<file path="src/logic/crs_map.svh">
// register offsets, field positions and reset values of the cpu register set
// assumes: included by bare name from the package and the design file
`ifndef CRS_MAP_SVH
`define CRS_MAP_SVH
// ----------------------------------------
// apb byte offsets
// ----------------------------------------
`define CRS_OFS_COMMAND  8'h00
`define CRS_OFS_OPERAND  8'h04
`define CRS_OFS_ACC      8'h08
`define CRS_OFS_INDEX    8'h0C
`define CRS_OFS_STACK    8'h10
`define CRS_OFS_PC       8'h14
`define CRS_OFS_CCR      8'h18
`define CRS_OFS_STATUS   8'h1C
// ----------------------------------------
// condition code bit positions
// ----------------------------------------
`define CRS_CCR_OVF      7
`define CRS_CCR_HALF     4
`define CRS_CCR_MASK     3
`define CRS_CCR_NEG      2
`define CRS_CCR_ZERO     1
`define CRS_CCR_CARRY    0
`define CRS_CCR_ONES     2'h3
// ----------------------------------------
// reset values and command field width
// ----------------------------------------
`define CRS_SP_RESET     16'h00FF
`define CRS_HI_RESET     8'h00
`define CRS_SP_LOW_RESET 8'hFF
`define CRS_CMD_W        5
`endif

</file>
<file path="src/logic/crs_pkg.sv">
// types shared by the cpu register set
// assumes: crs_map.svh is on the include path
package crs_pkg;
  `include "crs_map.svh"
  typedef enum logic [`CRS_CMD_W-1:0] {
    CMD_NOP      = 5'h00, CMD_LDA      = 5'h01, CMD_LDHX     = 5'h02, CMD_LDSP    = 5'h03,
    CMD_ADD      = 5'h04, CMD_ADC      = 5'h05, CMD_SUB      = 5'h06, CMD_DECADJ  = 5'h07,
    CMD_ADDSTK   = 5'h08, CMD_STKLOW   = 5'h09, CMD_CLRMASK  = 5'h0A, CMD_SETMASK = 5'h0B,
    CMD_TOFLAGS  = 5'h0C, CMD_FROMFLAG = 5'h0D, CMD_INCX     = 5'h0E, CMD_DECX    = 5'h0F,
    CMD_CLRX     = 5'h10, CMD_COMX     = 5'h11, CMD_NEGX     = 5'h12, CMD_LSLX    = 5'h13,
    CMD_ROLX     = 5'h14, CMD_LSRX     = 5'h15, CMD_RORX     = 5'h16, CMD_FETCH   = 5'h17,
    CMD_JUMP     = 5'h18, CMD_BRGT     = 5'h19, CMD_BRGE     = 5'h1A, CMD_BRLE    = 5'h1B,
    CMD_BRLT     = 5'h1C, CMD_INTR     = 5'h1D
  } crs_cmd_t;
  typedef enum logic [1:0] {
    ST_LOAD_VEC = 2'h0,
    ST_RUN      = 2'h1
  } crs_state_t;
  typedef struct packed {
    logic v;
    logic h;
    logic i;
    logic n;
    logic z;
    logic c;
  } crs_flags_t;
  typedef struct packed {
    logic       c;
    logic       h;
    logic       v;
    logic [7:0] res;
  } crs_sum_t;
endpackage

</file>
<file path="src/logic/crs_cpu_regs.sv">
// programmer-visible register set and condition codes of an 8-bit cpu, apb slave
// assumes: one clock, inputs synchronous to it, resetVector holds the fetched vector
//
// What this block does
// - 8-bit accumulator feeds alu operand; changed only by commands
// - accumulator keeps its value through reset
// - index pair is high and low byte; full 16 bits form the base pointer
// - low index byte works alone: clear, inc, dec, complement, negate, shifts
// - reset clears high index byte, low index byte is kept
// - 16-bit stack pointer addresses next free stack location
// - add-to-stack sign-extends an 8-bit immediate and adds it
// - reset loads stack pointer with 0x00FF
// - stack low reset touches only low byte of stack pointer
// - program counter increments by one on each sequential fetch
// - jump, taken branch, interrupt load pc; flagged as change of flow
// - after reset pc is loaded with the reset vector
// - condition codes 8 bits; bits 6 and 5 always read one
// - overflow flag bit 7 follows two's complement overflow; signed branches test it
// - half carry bit 4 set on carry from bit 3 in add or add-with-carry
// - decimal adjust uses half carry and carry to correct bcd sum
// - mask bit 3 blocks maskable interrupts while set
// - interrupt sets mask after stacking, before service code
// - no interrupt taken right after clearing a set mask
// - negative flag bit 2 copies bit 7 of results and 8-bit loads, bit 15 of 16-bit loads
// - zero flag bit 1 set on all-zero 8 or 16 bit result
// - carry bit 0 from add carry, subtract borrow, shifts and rotates
//
// Implementation choices: the register offsets and the APB register port.
`timescale 1ns/10ps
`include "crs_map.svh"
module crs_cpu_regs #(
  parameter int ADDR_W = 8
) (
  input  wire logic              ref_clk,
  input  wire logic              rst_n,
  input  wire logic              psel,
  input  wire logic              penable,
  input  wire logic              pwrite,
  input  wire logic [ADDR_W-1:0] paddr,
  input  wire logic [31:0]       pwdata,
  output logic                   pready,
  output logic [31:0]            prdata,
  output logic                   pslverr,
  input  wire logic [15:0]       resetVector,
  input  wire logic              irqReq,
  output logic [7:0]             accOut,
  output logic [15:0]            indexBase,
  output logic [15:0]            stackPtr,
  output logic [15:0]            progCnt,
  output logic                   flowChange,
  output logic                   irqTake
);
  // ----------------------------------------
  // state
  // ----------------------------------------
  crs_pkg::crs_state_t state;
  crs_pkg::crs_flags_t flags;
  logic [7:0]          acc;
  logic [7:0]          idxHi;
  logic [7:0]          idxLo;
  logic [15:0]         sp;
  logic [15:0]         pc;
  logic [15:0]         opnd;
  logic                inhibit;
  logic [7:0]          next_acc;
  logic [7:0]          next_lo;
  logic [7:0]          next_hi;
  logic [15:0]         next_sp;
  logic [15:0]         next_pc;
  crs_pkg::crs_flags_t next_flags;
  logic                next_flow;
  // ----------------------------------------
  // apb decode
  // ----------------------------------------
  wire logic              apbDone  = psel & penable & pready;
  wire logic              apbWr    = apbDone & pwrite;
  wire logic [7:0]        ofs      = paddr[7:0];
  wire logic              hitCmd   = ofs == `CRS_OFS_COMMAND;
  wire logic              hitOpnd  = ofs == `CRS_OFS_OPERAND;
  wire logic              mapped   = (ofs[1:0] == 2'h0) && (ofs <= `CRS_OFS_STATUS) && (paddr[ADDR_W-1:0] == ADDR_W'(ofs));
  wire logic              exec     = apbWr & hitCmd & (state == crs_pkg::ST_RUN);
  wire crs_pkg::crs_cmd_t cmd      = crs_pkg::crs_cmd_t'(pwdata[`CRS_CMD_W-1:0]);
  wire logic [7:0]        ccrView  = {flags.v, `CRS_CCR_ONES, flags.h, flags.i, flags.n, flags.z, flags.c};
  wire logic [31:0]       rdMux    = (ofs == `CRS_OFS_OPERAND) ? {16'h0000, opnd} :
                                     (ofs == `CRS_OFS_ACC)     ? {24'h000000, acc} :
                                     (ofs == `CRS_OFS_INDEX)   ? {16'h0000, idxHi, idxLo} :
                                     (ofs == `CRS_OFS_STACK)   ? {16'h0000, sp} :
                                     (ofs == `CRS_OFS_PC)      ? {16'h0000, pc} :
                                     (ofs == `CRS_OFS_CCR)     ? {24'h000000, ccrView} :
                                     (ofs == `CRS_OFS_STATUS)  ? {30'h0, inhibit, state == crs_pkg::ST_RUN} :
                                     32'h00000000;

  // no wait state: pready rises in the first access cycle so prdata can be a flop
  always_ff @(posedge ref_clk or negedge rst_n) begin
    if (!rst_n) begin
      pready  <= 1'b0;
      prdata  <= 32'h00000000;
      pslverr <= 1'b0;
    end else begin
      pready  <= psel & ~pready;
      prdata  <= (psel & ~pwrite & mapped) ? rdMux : 32'h00000000;
      pslverr <= psel & ~pready & ~mapped;
    end
  end

  // ----------------------------------------
  // arithmetic helpers
  // ----------------------------------------
  function automatic crs_pkg::crs_sum_t addBytes(input logic [7:0] a, input logic [7:0] b, input logic cin,
                                                 input logic sub);
    logic [7:0] bb;
    logic [4:0] lo;
    logic [8:0] full;
    crs_pkg::crs_sum_t r;
    bb     = sub ? ~b : b;
    lo     = {1'b0, a[3:0]} + {1'b0, bb[3:0]} + {4'h0, cin ^ sub};
    full   = {1'b0, a} + {1'b0, bb} + {8'h00, cin ^ sub};
    r.res  = full[7:0];
    r.h    = lo[4];
    r.c    = full[8] ^ sub;
    r.v    = (a[7] == bb[7]) && (full[7] != a[7]);
    return r;
  endfunction

  // bcd correction from the previous add result held in acc
  function automatic logic [8:0] decAdjust(input logic [7:0] a, input logic h, input logic c);
    logic       up;
    logic       lo;
    logic [7:0] corr;
    up   = c || (a[7:4] > 4'h9) || ((a[7:4] >= 4'h9) && (a[3:0] > 4'h9));
    lo   = h || (a[3:0] > 4'h9);
    corr = {(up ? 4'h6 : 4'h0), (lo ? 4'h6 : 4'h0)};
    return {up, a + corr};
  endfunction

  wire crs_pkg::crs_sum_t sumAdd   = addBytes(acc, opnd[7:0], 1'b0, 1'b0);
  wire crs_pkg::crs_sum_t sumAdc   = addBytes(acc, opnd[7:0], flags.c, 1'b0);
  wire crs_pkg::crs_sum_t sumSub   = addBytes(acc, opnd[7:0], 1'b0, 1'b1);
  wire logic [8:0]        dadj     = decAdjust(acc, flags.h, flags.c);
  wire logic [15:0]       relOfs   = {{8{opnd[7]}}, opnd[7:0]};
  wire logic              nXorV    = flags.n ^ flags.v;
  wire logic              clearsI  = (cmd == crs_pkg::CMD_CLRMASK) ||
                                     ((cmd == crs_pkg::CMD_TOFLAGS) && !acc[`CRS_CCR_MASK]);

  // ----------------------------------------
  // next-state datapath
  // ----------------------------------------
  always_comb begin
    next_acc   = acc;
    next_lo    = idxLo;
    next_hi    = idxHi;
    next_sp    = sp;
    next_pc    = pc;
    next_flags = flags;
    next_flow  = 1'b0;
    case (cmd)
      crs_pkg::CMD_LDA: begin
        next_acc     = opnd[7:0];
        next_flags.n = opnd[7];
        next_flags.z = opnd[7:0] == 8'h00;
        next_flags.v = 1'b0;
      end
      crs_pkg::CMD_LDHX: begin
        next_hi      = opnd[15:8];
        next_lo      = opnd[7:0];
        next_flags.n = opnd[15];
        next_flags.z = opnd == 16'h0000;
        next_flags.v = 1'b0;
      end
      crs_pkg::CMD_LDSP:   next_sp = opnd;
      crs_pkg::CMD_ADD, crs_pkg::CMD_ADC, crs_pkg::CMD_SUB: begin
        next_acc = (cmd == crs_pkg::CMD_ADD) ? sumAdd.res : (cmd == crs_pkg::CMD_ADC) ? sumAdc.res : sumSub.res;
        next_flags.v = (cmd == crs_pkg::CMD_ADD) ? sumAdd.v : (cmd == crs_pkg::CMD_ADC) ? sumAdc.v : sumSub.v;
        next_flags.c = (cmd == crs_pkg::CMD_ADD) ? sumAdd.c : (cmd == crs_pkg::CMD_ADC) ? sumAdc.c : sumSub.c;
        if (cmd != crs_pkg::CMD_SUB) begin
          next_flags.h = (cmd == crs_pkg::CMD_ADD) ? sumAdd.h : sumAdc.h;
        end
        next_flags.n = next_acc[7];
        next_flags.z = next_acc == 8'h00;
      end
      crs_pkg::CMD_DECADJ: begin
        next_acc     = dadj[7:0];
        next_flags.c = dadj[8];
        next_flags.n = dadj[7];
        next_flags.z = dadj[7:0] == 8'h00;
      end
      crs_pkg::CMD_ADDSTK:  next_sp = sp + relOfs;
      crs_pkg::CMD_STKLOW:  next_sp = {sp[15:8], `CRS_SP_LOW_RESET};
      crs_pkg::CMD_CLRMASK: next_flags.i = 1'b0;
      crs_pkg::CMD_SETMASK: next_flags.i = 1'b1;
      crs_pkg::CMD_TOFLAGS: begin
        // bits 6 and 5 of acc are dropped on purpose
        next_flags = {acc[`CRS_CCR_OVF], acc[`CRS_CCR_HALF], acc[`CRS_CCR_MASK],
                      acc[`CRS_CCR_NEG], acc[`CRS_CCR_ZERO], acc[`CRS_CCR_CARRY]};
      end
      crs_pkg::CMD_FROMFLAG: next_acc = ccrView;
      crs_pkg::CMD_INCX, crs_pkg::CMD_DECX, crs_pkg::CMD_CLRX, crs_pkg::CMD_COMX, crs_pkg::CMD_NEGX: begin
        next_lo = (cmd == crs_pkg::CMD_INCX) ? idxLo + 8'h01 :
                  (cmd == crs_pkg::CMD_DECX) ? idxLo - 8'h01 :
                  (cmd == crs_pkg::CMD_CLRX) ? 8'h00 :
                  (cmd == crs_pkg::CMD_COMX) ? ~idxLo : 8'h00 - idxLo;
        next_flags.v = (cmd == crs_pkg::CMD_INCX) ? (idxLo == 8'h7F) :
                       (cmd == crs_pkg::CMD_DECX) ? (idxLo == 8'h80) :
                       (cmd == crs_pkg::CMD_NEGX) ? (idxLo == 8'h80) : 1'b0;
        if (cmd == crs_pkg::CMD_COMX) begin
          next_flags.c = 1'b1;
        end else if (cmd == crs_pkg::CMD_NEGX) begin
          next_flags.c = idxLo != 8'h00;
        end
        next_flags.n = next_lo[7];
        next_flags.z = next_lo == 8'h00;
      end
      crs_pkg::CMD_LSLX, crs_pkg::CMD_ROLX, crs_pkg::CMD_LSRX, crs_pkg::CMD_RORX: begin
        next_lo = (cmd == crs_pkg::CMD_LSLX) ? {idxLo[6:0], 1'b0} :
                  (cmd == crs_pkg::CMD_ROLX) ? {idxLo[6:0], flags.c} :
                  (cmd == crs_pkg::CMD_LSRX) ? {1'b0, idxLo[7:1]} : {flags.c, idxLo[7:1]};
        next_flags.c = (cmd == crs_pkg::CMD_LSLX || cmd == crs_pkg::CMD_ROLX) ? idxLo[7] : idxLo[0];
        next_flags.n = next_lo[7];
        next_flags.z = next_lo == 8'h00;
        next_flags.v = next_lo[7] ^ next_flags.c;
      end
      crs_pkg::CMD_FETCH: next_pc = pc + 16'h0001;
      crs_pkg::CMD_JUMP: begin
        next_pc   = opnd;
        next_flow = 1'b1;
      end
      crs_pkg::CMD_BRGT, crs_pkg::CMD_BRGE, crs_pkg::CMD_BRLE, crs_pkg::CMD_BRLT: begin
        // signed compares read the overflow flag with negative; greater and less-or-equal also read zero
        if (((cmd == crs_pkg::CMD_BRGT) && !(flags.z | nXorV)) ||
            ((cmd == crs_pkg::CMD_BRGE) && !nXorV) ||
            ((cmd == crs_pkg::CMD_BRLE) && (flags.z | nXorV)) ||
            ((cmd == crs_pkg::CMD_BRLT) && nXorV)) begin
          next_pc   = pc + relOfs;
          next_flow = 1'b1;
        end
      end
      crs_pkg::CMD_INTR: begin
        // pc, x, a and ccr occupy five stacked bytes
        next_sp      = sp - 16'h0005;
        next_flags.i = 1'b1;
        next_pc      = opnd;
        next_flow    = 1'b1;
      end
      default: next_flow = 1'b0;
    endcase
  end

  // ----------------------------------------
  // register updates
  // ----------------------------------------
  // no reset on acc and low index byte: their contents survive reset
  always_ff @(posedge ref_clk) begin
    if (exec) begin
      acc   <= next_acc;
      idxLo <= next_lo;
    end
  end

  always_ff @(posedge ref_clk or negedge rst_n) begin
    if (!rst_n) begin
      idxHi <= `CRS_HI_RESET;
      sp    <= `CRS_SP_RESET;
      flags <= '{v: 1'b0, h: 1'b0, i: 1'b1, n: 1'b0, z: 1'b0, c: 1'b0};
    end else if (exec) begin
      idxHi <= next_hi;
      sp    <= next_sp;
      flags <= next_flags;
    end
  end

  // pc takes the vector in the first cycle after release, never from a port under reset
  always_ff @(posedge ref_clk or negedge rst_n) begin
    if (!rst_n) begin
      state <= crs_pkg::ST_LOAD_VEC;
      pc    <= 16'h0000;
    end else begin
      case (state)
        crs_pkg::ST_LOAD_VEC: begin
          pc    <= resetVector;
          state <= crs_pkg::ST_RUN;
        end
        crs_pkg::ST_RUN: pc <= exec ? next_pc : pc;
        default: state <= crs_pkg::ST_LOAD_VEC;
      endcase
    end
  end

  always_ff @(posedge ref_clk or negedge rst_n) begin
    if (!rst_n) begin
      opnd <= 16'h0000;
    end else if (apbWr & hitOpnd) begin
      opnd <= pwdata[15:0];
    end
  end

  // mask clear with mask set shields exactly one following instruction
  always_ff @(posedge ref_clk or negedge rst_n) begin
    if (!rst_n) begin
      inhibit <= 1'b0;
    end else if (exec) begin
      inhibit <= clearsI & flags.i;
    end
  end

  // ----------------------------------------
  // outputs
  // ----------------------------------------
  always_ff @(posedge ref_clk or negedge rst_n) begin
    if (!rst_n) begin
      flowChange <= 1'b0;
      irqTake    <= 1'b0;
    end else begin
      flowChange <= exec & next_flow;
      irqTake    <= irqReq & ~flags.i & ~inhibit & (state == crs_pkg::ST_RUN);
    end
  end

  assign accOut    = acc;
  assign indexBase = {idxHi, idxLo};
  assign stackPtr  = sp;
  assign progCnt   = pc;

  // ----------------------------------------
  // assertions
  // ----------------------------------------
  a_sp_reset_value: assert property (@(posedge ref_clk) disable iff (!rst_n)
    (state == crs_pkg::ST_LOAD_VEC) |-> (sp == `CRS_SP_RESET) && (idxHi == `CRS_HI_RESET))
    else $error("stack pointer or high index byte wrong after reset");
  a_pc_vector_load: assert property (@(posedge ref_clk) disable iff (!rst_n)
    (state == crs_pkg::ST_LOAD_VEC) |=> (pc == $past(resetVector)) && (state == crs_pkg::ST_RUN))
    else $error("reset vector not loaded into pc");
  a_pc_fetch_step: assert property (@(posedge ref_clk) disable iff (!rst_n)
    (exec && cmd == crs_pkg::CMD_FETCH) |=> (pc == $past(pc) + 16'h0001) && !flowChange)
    else $error("pc did not step by one on fetch");
  a_ccr_fixed_ones: assert property (@(posedge ref_clk) disable iff (!rst_n)
    (psel && penable && pready && !pwrite && ofs == `CRS_OFS_CCR) |-> (prdata[6:5] == `CRS_CCR_ONES))
    else $error("ccr bits 6 and 5 not read as one");
  a_stack_add_sext: assert property (@(posedge ref_clk) disable iff (!rst_n)
    (exec && cmd == crs_pkg::CMD_ADDSTK) |=> (sp == $past(sp) + {{8{$past(opnd[7])}}, $past(opnd[7:0])}))
    else $error("add to stack not sign extended");
  a_stack_low_only: assert property (@(posedge ref_clk) disable iff (!rst_n)
    (exec && cmd == crs_pkg::CMD_STKLOW) |=> (sp[15:8] == $past(sp[15:8])) && (sp[7:0] == `CRS_SP_LOW_RESET))
    else $error("stack low reset touched high byte");
  a_intr_mask_set: assert property (@(posedge ref_clk) disable iff (!rst_n)
    (exec && cmd == crs_pkg::CMD_INTR) |=> flags.i && (pc == $past(opnd)) && flowChange && (sp == $past(sp) - 16'h0005))
    else $error("interrupt entry did not set mask and load pc");
  a_mask_blocks_irq: assert property (@(posedge ref_clk) disable iff (!rst_n)
    flags.i |=> !irqTake)
    else $error("interrupt taken while masked");
  a_clear_shadow: assert property (@(posedge ref_clk) disable iff (!rst_n)
    (exec && cmd == crs_pkg::CMD_CLRMASK && flags.i) |=> inhibit ##1 !irqTake)
    else $error("interrupt taken right after mask clear");
  a_half_carry_add: assert property (@(posedge ref_clk) disable iff (!rst_n)
    (exec && cmd == crs_pkg::CMD_ADD) |=> flags.h == (({1'b0, $past(acc[3:0])} + {1'b0, $past(opnd[3:0])}) > 5'h0F))
    else $error("half carry wrong after add");
  a_wide_load_flags: assert property (@(posedge ref_clk) disable iff (!rst_n)
    (exec && cmd == crs_pkg::CMD_LDHX) |=> (flags.n == $past(opnd[15])) && (flags.z == ($past(opnd) == 16'h0000)))
    else $error("16-bit load flags wrong");
  a_branch_signed: assert property (@(posedge ref_clk) disable iff (!rst_n)
    (exec && cmd == crs_pkg::CMD_BRGE && !nXorV) |=> flowChange && (pc == $past(pc) + $past(relOfs)))
    else $error("signed branch not taken");
  a_shift_carry: assert property (@(posedge ref_clk) disable iff (!rst_n)
    (exec && cmd == crs_pkg::CMD_LSLX) |=> (flags.c == $past(idxLo[7])) && (idxLo == {$past(idxLo[6:0]), 1'b0}))
    else $error("low byte shift or its carry wrong");
  a_sub_borrow: assert property (@(posedge ref_clk) disable iff (!rst_n)
    (exec && cmd == crs_pkg::CMD_SUB) |=> flags.c == ($past(opnd[7:0]) > $past(acc)))
    else $error("borrow wrong after subtract");
  a_load_zero_flag: assert property (@(posedge ref_clk) disable iff (!rst_n)
    (exec && cmd == crs_pkg::CMD_LDA) |=> flags.z == ($past(opnd[7:0]) == 8'h00))
    else $error("zero flag wrong after load");
  a_high_kept: assert property (@(posedge ref_clk) disable iff (!rst_n)
    (exec && cmd == crs_pkg::CMD_DECX) |=> idxHi == $past(idxHi))
    else $error("low byte decrement touched high byte");
endmodule

</file>
<file path="config.mk">
export PLATFORM = sky130hd
export DESIGN_NAME = crs_cpu_regs
export DESIGN_NICKNAME = d
export VERILOG_FILES = /design/src/logic/crs_pkg.sv /design/src/logic/crs_cpu_regs.sv
export VERILOG_INCLUDE_DIRS = /design/src /design/src/logic
export SDC_FILE = /design/constraint.sdc
export NUM_CORES = 1
export LEC_CHECK = 0
export BUFFER_PORTS_ARGS = -buffer_cell sky130_fd_sc_hd__buf_4
export CORE_ASPECT_RATIO = 0.6
export CORE_UTILIZATION = 25
export DETAILED_ROUTE_END_ITERATION = 16
export GPL_ROUTABILITY_DRIVEN = 0
export GPL_TIMING_DRIVEN = 0
export PLACE_DENSITY = 0.39
export SLEW_MARGIN = 20
export SYNTH_ARGS = -nofsm -noshare
export SYNTH_HDL_FRONTEND = slang
export SYNTH_SLANG_ARGS = --single-unit
</file>
<file path="constraint.sdc">
create_clock -name ref_clk -period 9 [get_ports ref_clk]
set_clock_uncertainty 0.05 [all_clocks]
set_input_delay 0 -clock ref_clk [delete_from_list [all_inputs] [get_ports ref_clk]]
set_output_delay 0 -clock ref_clk [all_outputs]
set_load 0.005 [all_outputs]
</file>
[Word-level counts from Yosys, hierarchy flattened]
Index checks and enable logic that the tools add are counted.
Word-level totals
  register bits: 101
  output and inout port bits: 92
Cells by class
  mux-type cells: 46
  bitwise operators: 27
  reductions and logical operators: 59
  equal/unequal tests: 50
  add/sub/neg operators: 14
  order comparisons: 4
Operators by type and width (number)
  $mux W16: 8
  $mux W8: 10
  $eq A5 B5 Y1 const B: 14
  $pmux W16 S4: 1
  $logic_not A8 Y1: 6
  $pmux W16 S3: 1
  $eq A5 B4 Y1 const B: 8
  $add A16 B16 Y16: 2
  $eq A8 B5 Y1 const B: 4
  $pmux W16 S2: 1
  $pmux W8 S4: 1
  $pmux W8 S3: 1
  $eq A5 B3 Y1 const B: 4
  $add A8 B8 Y9: 2
  $add A16 B1 Y16 const B: 1
  $eq A8 B4 Y1 const B: 2
  $logic_not A16 Y1: 1
  $not A8 Y8: 2
  $sub A16 B3 Y16 const B: 1
  $and A1 B1 Y1: 15
  $pmux W2 S7: 1
  $reduce_and A2 Y1: 7
  $mux W1: 13
  $eq A5 B2 Y1 const B: 2
  other kinds (47): 92

[Longest topological paths before layout]
Gate-level depths: netlist of run 1.
  word-level depth: 11
  depth in mapped cells: 17
  gate-level depth less buffers: 15

[Worst setup path after synthesis of run 1]
OpenSTA, ideal clock, no wires.
  path type: input -> register
  start: input port pwdata[2]
  end: register sp[14] (netlist: stackPtr[14])
  data arrival time: 3.340 ns
  required time: 8.820 ns
  setup slack: 5.480 ns
  stages on the path: 17
  cell sequence: buf_2 > buf_2 > buf_2 > nand4_1 > clkbuf_1 > nand2_1 > ha_1 > inv_1 > fa_1 > a21o_1 > a2111oi_4 > a21oi_1 > a31o_1 > a2111o_1 > a31oi_1 > xor2_1 > o21ai_0
Between the ends
  longest elaborated chain between the ends: 3
  elaborated cells on any way between the ends: 8
  those cells by class: eq/ne: 4; mux: 1; bitwise: 1; reduce/logical: 2
RTL lines
  start, declared: RTL line crs_cpu_regs.sv:40  | input wire logic [31:0] pwdata,
  $eq A5 B5 Y1, or another cell as far along: RTL line crs_cpu_regs.sv:156  | case (cmd)
  $reduce_bool A3 Y1 (no source line) or $not A1 Y1 (tied branches)
  $reduce_and A3 Y1 (no source line)
  end signal, assigned: RTL line crs_cpu_regs.sv:262  | sp <= `CRS_SP_RESET;
  end signal, assigned: RTL line crs_cpu_regs.sv:266  | sp <= next_sp;
  end, declared: RTL line crs_cpu_regs.sv:61  | logic [15:0] sp;
Parallel ways exist; a longest one is shown, timed or not.
A chain may end at the register's enable or synchronous reset.

[Final worst setup path of run 1]
  start: register opnd[1]
  end: register sp[14] (netlist: stackPtr[14])
Between the ends
  longest elaborated chain between the ends: 2
RTL lines
  start, declared: RTL line crs_cpu_regs.sv:63  | logic [15:0] opnd;
  start signal, assigned: RTL line crs_cpu_regs.sv:292  | opnd <= pwdata[15:0];
  $add A16 B16 Y16: RTL line crs_cpu_regs.sv:187  | crs_pkg::CMD_ADDSTK: next_sp = sp + relOfs;
  $pmux W16 S4: RTL line crs_cpu_regs.sv:156
No other way between the ends.

==> out/metrics.cfg, run 1 <==
[run_status]
status=completed

[critical_path]
cp_top_family=compound AO/OA/AOI/OAI gates
start_kind=register
critPathKind=reg -> reg
required_ps=9210
critPathSlowestCell=dfrtp_1
cp-end-kind=register
cp_cell_sequence=inv_1 > ha_1 > and3_1 > o21ai_0 > ha_1 > and3_1 > a2111oi_4 > a21oi_1 > a31o_1 > a2111o_1 > a31oi_1 > xor2_1 > o21ai_0
cpPeakStageDelay_ps=760
path_buf_inv=1
arrival_ps=4690
cp_max_fo=8

[detailed_routing]
post-route-drc-count=0
firstDrtPassIters=8
dr_total_vias=10127
vias_per_cell=5.42
wirelength_um=44800
final_antenna_net_count=0
drt_first_iter_violations=1217
routedWlPerCell_um=24.0

[placed_design]
place_ws_ps=4420
port_buffers=118
dp_cells=1822
dpl_cell_area_um2=11200
hpwl_um=35000

[cells_and_area]
seq_area_um2=2590
fin_area_um2=11800
fillers=4055
areaGrowthSynthToFinish_pct=23.0
layout.nets=1472
drive_gt1_share_pct=18.3
instances_no_fill=1867
n_antenna_cell=0
multi_input_area_um2=6520

[synth]
async_reset_ff_share_pct=84.0
synth.avg_cell_area_um2=8.18
yosysUniqueCellTypes=101
syn_inst=1176
synth_flop_cell=dfrtp_1
seq_area_frac_synth_pct=27.0
synth_edf_count=16
ys_ff_latch=100
yosysWarningCount=0
synth_area_um2=9620

[clock_network]
htree_levels=3
cts-root-buf=clkbuf_16
clkLatencyLatePin_ps=390
cts_made_buffers=9
tritoncts=yes
clock_sinks=100
clk_pin_slew_ps=80
clockBufferDepth=2

[sta]
fin_crit_sh_pct=49.9
tns_ps=0
fmax_mhz=223
rsz0062_at_grt=false
final.min_clock_period_ps=4490
max_slew_margin_pct=30.5
setup_viol=0
fin_ws_ps=4510
tightestPinTransition_ps=1040
hold_viol_final=0
drv_slew=0

[global_route]
grt_pass1_vias=9185
grt_remaining_overflow=0
grt_max_degree=85
grt_pass1_wl_um=64800
grt.total_usage_pct=22.8
antenna_found_initial=0

[power]
vdd_drop_max_uv=88.6
finalPower_mw=1.19
cellLeakagePower_nw=4.94
powerDensity_nw_per_um2=101

[floorplanning]
die_y_um=154
initial_core_util_pct=25.5
coreArea_um2=37800
die_area_um2=39300
pin_count=154
rows=55
die_w_um=255

[run]
drv_cap=0

[hold_path]
hold_path_class=in -> reg

[layout by cell type, fill, tap and decap left out, types with 34 or more instances in the layout]
cell type	n
buf_4	134
nand2_1	103
nor2_1	97
xnor2_1	43
nand3_1	34
ha_1	56
nor3_1	38
o21ai_0	62
inv_1	40
a21oi_1	100
dfrtp_1	75
clkbuf_1	35
[sequential cells by signal, summed over array words and instances (netlist names)]
signal	count
opnd	16
prdata	16
progCnt	16
stackPtr	16
accOut	8
idxHi	8
idxLo	8
ccrView	6
flowChange	1
inhibit	1
irqTake	1
pready	1
pslverr	1
state	1
[per-stage QoR]
step	hold WS (ps)	util, %
6_report	18.4	31.3
5_1_grt	19.4	31.3
4_1_cts	8.23	31.3
3_5_place_dp	92.9	29.7
3_3_place_gp	174	29.7
2_1_floorplan	-346	-
[cell type report]
type,instances,share of cell area (%)
inverter,42,1.33
clock buffer,9,1.90
clock inverter,7,0.825
sequential,100,21.9
tap,513,5.42
timing repair buffer,147,9.97
multi-input combinational,963,55.1
buffer,86,3.55
[path summary, 6_finish.rpt]
kind / from / to / slack, ps / cells after the start
min in group asynchronous: rst_n / progCnt[8] / 150 / 2
setup / recovery: opnd[1] / stackPtr[14] / 4510 / 13
setup reg to reg: opnd[1] / stackPtr[14] / 4510 / 13
max in group asynchronous: rst_n / pready / 8050 / 2
hold reg to reg: pready / pready / 430 / 1
hold / removal: paddr[5] / pslverr / 20 / 4
[tightest hold or removal path, delay by kind of cell]
| kind | cells | cell delay, ps |
|---|---|---|
| AND/OR/NAND/NOR | 3 | 320 |
| buffers and inverters | 1 | 80 |
[cell families after synthesis]
family / synth area share, %
DFF: 27.0
other: 0.0780
AOI/OAI and AO/OA: 24.9
and+or+nand+nor: 22.6
muxes: 5.38
adders and majority gates: 8.32
buffers and inverters: 6.01
xor gates and xnor gates: 5.69
[per-layer routing]
layer | global-route usage, % | share of wire [%]
met1 | 39.5 | 55
met2 | 27.3 | 36
met3 | 4.50 | 8.2
met4 | 3.36 | 0.93
met5 | 0 | 0
[power by group]
group | internal, mW | leakage (nW) | switching (mW) | total [mW]
registers | 0.468 | 1.20 | 0.0249 | 0.493
logic | 0.105 | 3.59 | 0.141 | 0.247
clock network | 0.245 | 0.152 | 0.205 | 0.450
total | 0.818 | 4.94 | 0.371 | 1.19
[what timing repair did]
item / in CTS / in global routing
gates resized for setup: 0 / 0
endpoints found under the hold margin: 103 / 0
hold buffers: 29 / 0
buffers inserted: 0 / 0
[synthesized netlist by cell type, types with 19 or more instances]
library cell	count	share of area, %
nor3_1	39	2.0
nand2b_1	21	1.4
a21oi_1	100	5.2
ha_1	56	7.3
dfrtp_1	75	20
nor2b_1	29	1.9
a31oi_1	19	1.2
o21ai_0	62	3.2
nand2_1	103	4.0
nand3_1	34	1.8
buf_2	27	1.4
inv_1	40	1.6
xnor2_1	43	3.9
clkbuf_1	35	1.4
nor2_1	97	3.8
mux2_2	26	3.0
Note: power is estimated with default switching activity, not from simulation.
==> run 2: changes to the inputs <==
--- a/config.mk
+++ b/config.mk
@@ -12,7 +12,7 @@
 export DETAILED_ROUTE_END_ITERATION = 16
 export GPL_ROUTABILITY_DRIVEN = 0
 export GPL_TIMING_DRIVEN = 0
-export PLACE_DENSITY = 0.39
+export PLACE_DENSITY = 0.4
 export SLEW_MARGIN = 20
 export SYNTH_ARGS = -nofsm -noshare
 export SYNTH_HDL_FRONTEND = slang
==> constraint.sdc (replaced) <==
create_clock -name ref_clk -period 4 [get_ports ref_clk]
set_clock_uncertainty 0.05 [all_clocks]
set_input_delay 0 -clock ref_clk [delete_from_list [all_inputs] [get_ports ref_clk]]
set_output_delay 0 -clock ref_clk [all_outputs]
set_load 0.005 [all_outputs]
==> out/metrics.cfg, run 2 (synthesized netlist as in run 1, its figures left out) <==
[run_status]
status=completed

[clock_network]
cts-root-buf=clkbuf_16
htree_levels=3
tritoncts=yes
clkLatencyLatePin_ps=380
clockBufferDepth=2
cts_made_buffers=9
clk_pin_slew_ps=80
clock_sinks=100

[global_route]
grt.total_usage_pct=22.8
grt_max_degree=85
grt_pass1_vias=9328
busiest_layer=met1
antenna_found_initial=0
grt_remaining_overflow=0
grt_use_met3_pct=6.65
grt_pass1_wl_um=65200
use_met1_pct=37.8
grt_util_met2_pct=27.5

[detailed_routing]
routedWlPerCell_um=23.8
vias_per_cell=5.43
firstDrtPassIters=6
final_antenna_net_count=0
wirelength_um=44800
post-route-drc-count=0
dr_total_vias=10218
drt_first_iter_violations=1181

[placed_design]
dp_cells=1823
hpwl_um=35100
port_buffers=118
dpl_cell_area_um2=11200
place_ws_ps=-922

[cells_and_area]
layout.nets=1486
areaGrowthSynthToFinish_pct=24.3
fillers=4090
fin_area_um2=12000
layout_commonest_cell=buf_4
drive_gt1_share_pct=20.0
instances_no_fill=1882
mostFrequentLayoutCells=buf_4, nand2_1, a21oi_1, nor2_1, dfrtp_1

[critical_path]
critPathSlowestCell=clkbuf_1
r2r_slack_ps=110
cp_top_family=compound AO/OA/AOI/OAI gates
arrival_ps=4100
cp-startpoint=accOut[3]
cpPeakStageDelay_ps=530
start_kind=register
crit_top_cell=o21ai_0
critPathKind=reg -> reg
cp-end-kind=register
required_ps=4210
cp_max_fo=9
r2r-start=accOut[3]
path_buf_inv=1
cp_cell_sequence=clkbuf_1 > o21ai_0 > o21ai_0 > a21o_1 > ha_1 > a41o_1 > a21oi_1 > xnor2_1 > nor4_1 > or4_1 > o21ai_1 > o31ai_1

[power]
p_int_mw=1.73
switchingPower_mw=0.830
switching_share_pct=32.5
vdd_drop_max_uv=208
clkPwrFrac_pct=35.1
p_comb_share_pct=21.9
powerDensity_nw_per_um2=214
cellLeakagePower_nw=4.99
sequentialPowerShare_pct=42.9
finalPower_mw=2.56

[hold_path]
hold_path_class=in -> reg
hp-start=resetVector[15]

[floorplanning]
die_w_um=255
coreArea_um2=37800
rows=55
initial_core_util_pct=25.5
pin_count=154
die_area_um2=39300
die_y_um=154

[sta]
fin_ws_ps=111
setup_viol=0
tightestPinTransition_ps=1000
fmax_mhz=257
hold_viol_final=0
drv_slew=0
fin_crit_sh_pct=97.2
max_slew_margin_pct=33.1
final.min_clock_period_ps=3890
rsz0062_at_grt=false
timing.hold.ws_ps=34.3

[run]
drv_cap=0

[run 2: cell count changes in the layout (fill, tap and decap cells not counted), moves of 2 or more]
cell / delta
inv_1: -2
clkinv_4: +2
dfrtp_1: -5
bufinv_16: -2
dlygate4sd3_1: +2
dfrtp_2: +5
buf_4: +13
[run 2: repair_timing]
| action | CTS | global route |
|---|---|---|
| gates cloned | 0 | 0 |
| hold endpoints to repair | 104 | 0 |
| hold buffers | 31 | 0 |
| endpoints found under the setup margin | 9 | 10 |
| buffers inserted | 7 | 5 |
| resized for setup | 8 | 12 |
| pin swaps | 2 | 1 |
[run 2: stage by stage]
step	util, %	TNS [ps]
after floorplan	-	0
after global routing	31.6	0
final	31.7	0
after global placement	29.7	-3250
after detailed placement	29.7	-3120
after CTS	31.4	0
[run 2: area by class of cell]
class | instances | area (um^2) | area share, %
Multi-Input combinational cell | 963 | 6560 | 54.8
Sequential cell | 100 | 2600 | 21.7
Timing Repair Buffer | 162 | 1300 | 10.8
Tap cell | 513 | 642 | 5.37
Buffer | 85 | 422 | 3.53
Clock buffer | 11 | 233 | 1.95
Inverter | 42 | 163 | 1.36
Clock inverter | 5 | 43.8 | 0.366
Antenna cell | 1 | 2.50 | 0.0209
[run 2: metal layers]
layer | share of wire [%] | wire length [um]
met4 | 0.90 | 405
met1 | 53 | 23600
met2 | 36 | 16000
met5 | 0 | 0
met3 | 11 | 4730
[run 2: power by group through the flow]
stage	Sequential, mW	Clock, mW	Combinational, mW
after global routing	1.10	0.966	0.615
after global placement	1.12	0	0.522
after CTS	1.10	0.925	0.552
after floorplan	1.09	0	0.327
after detailed placement	1.12	0	0.522
final	1.10	0.898	0.561
[run 2: final timing paths]
path                          endpoint  depth (start not counted)
max reg2reg                 ccrView[1]                         12
min in group asynchronous    prdata[2]                          2
min reg2reg                     pready                          1
max                         ccrView[1]                         12
max in group asynchronous      opnd[5]                          2
min                        progCnt[15]                          5
[run 2: worst reg2reg max path, stage by stage (launching register included)]
cell and delay, ps:
edfxtp_1 440, clkbuf_1 530, o21ai_0 240, o21ai_0 220, a21o_1 280, ha_1 320, a41o_1 260, a21oi_1 270
xnor2_1 200, nor4_1 120, or4_1 510, o21ai_1 230, o31ai_1 110
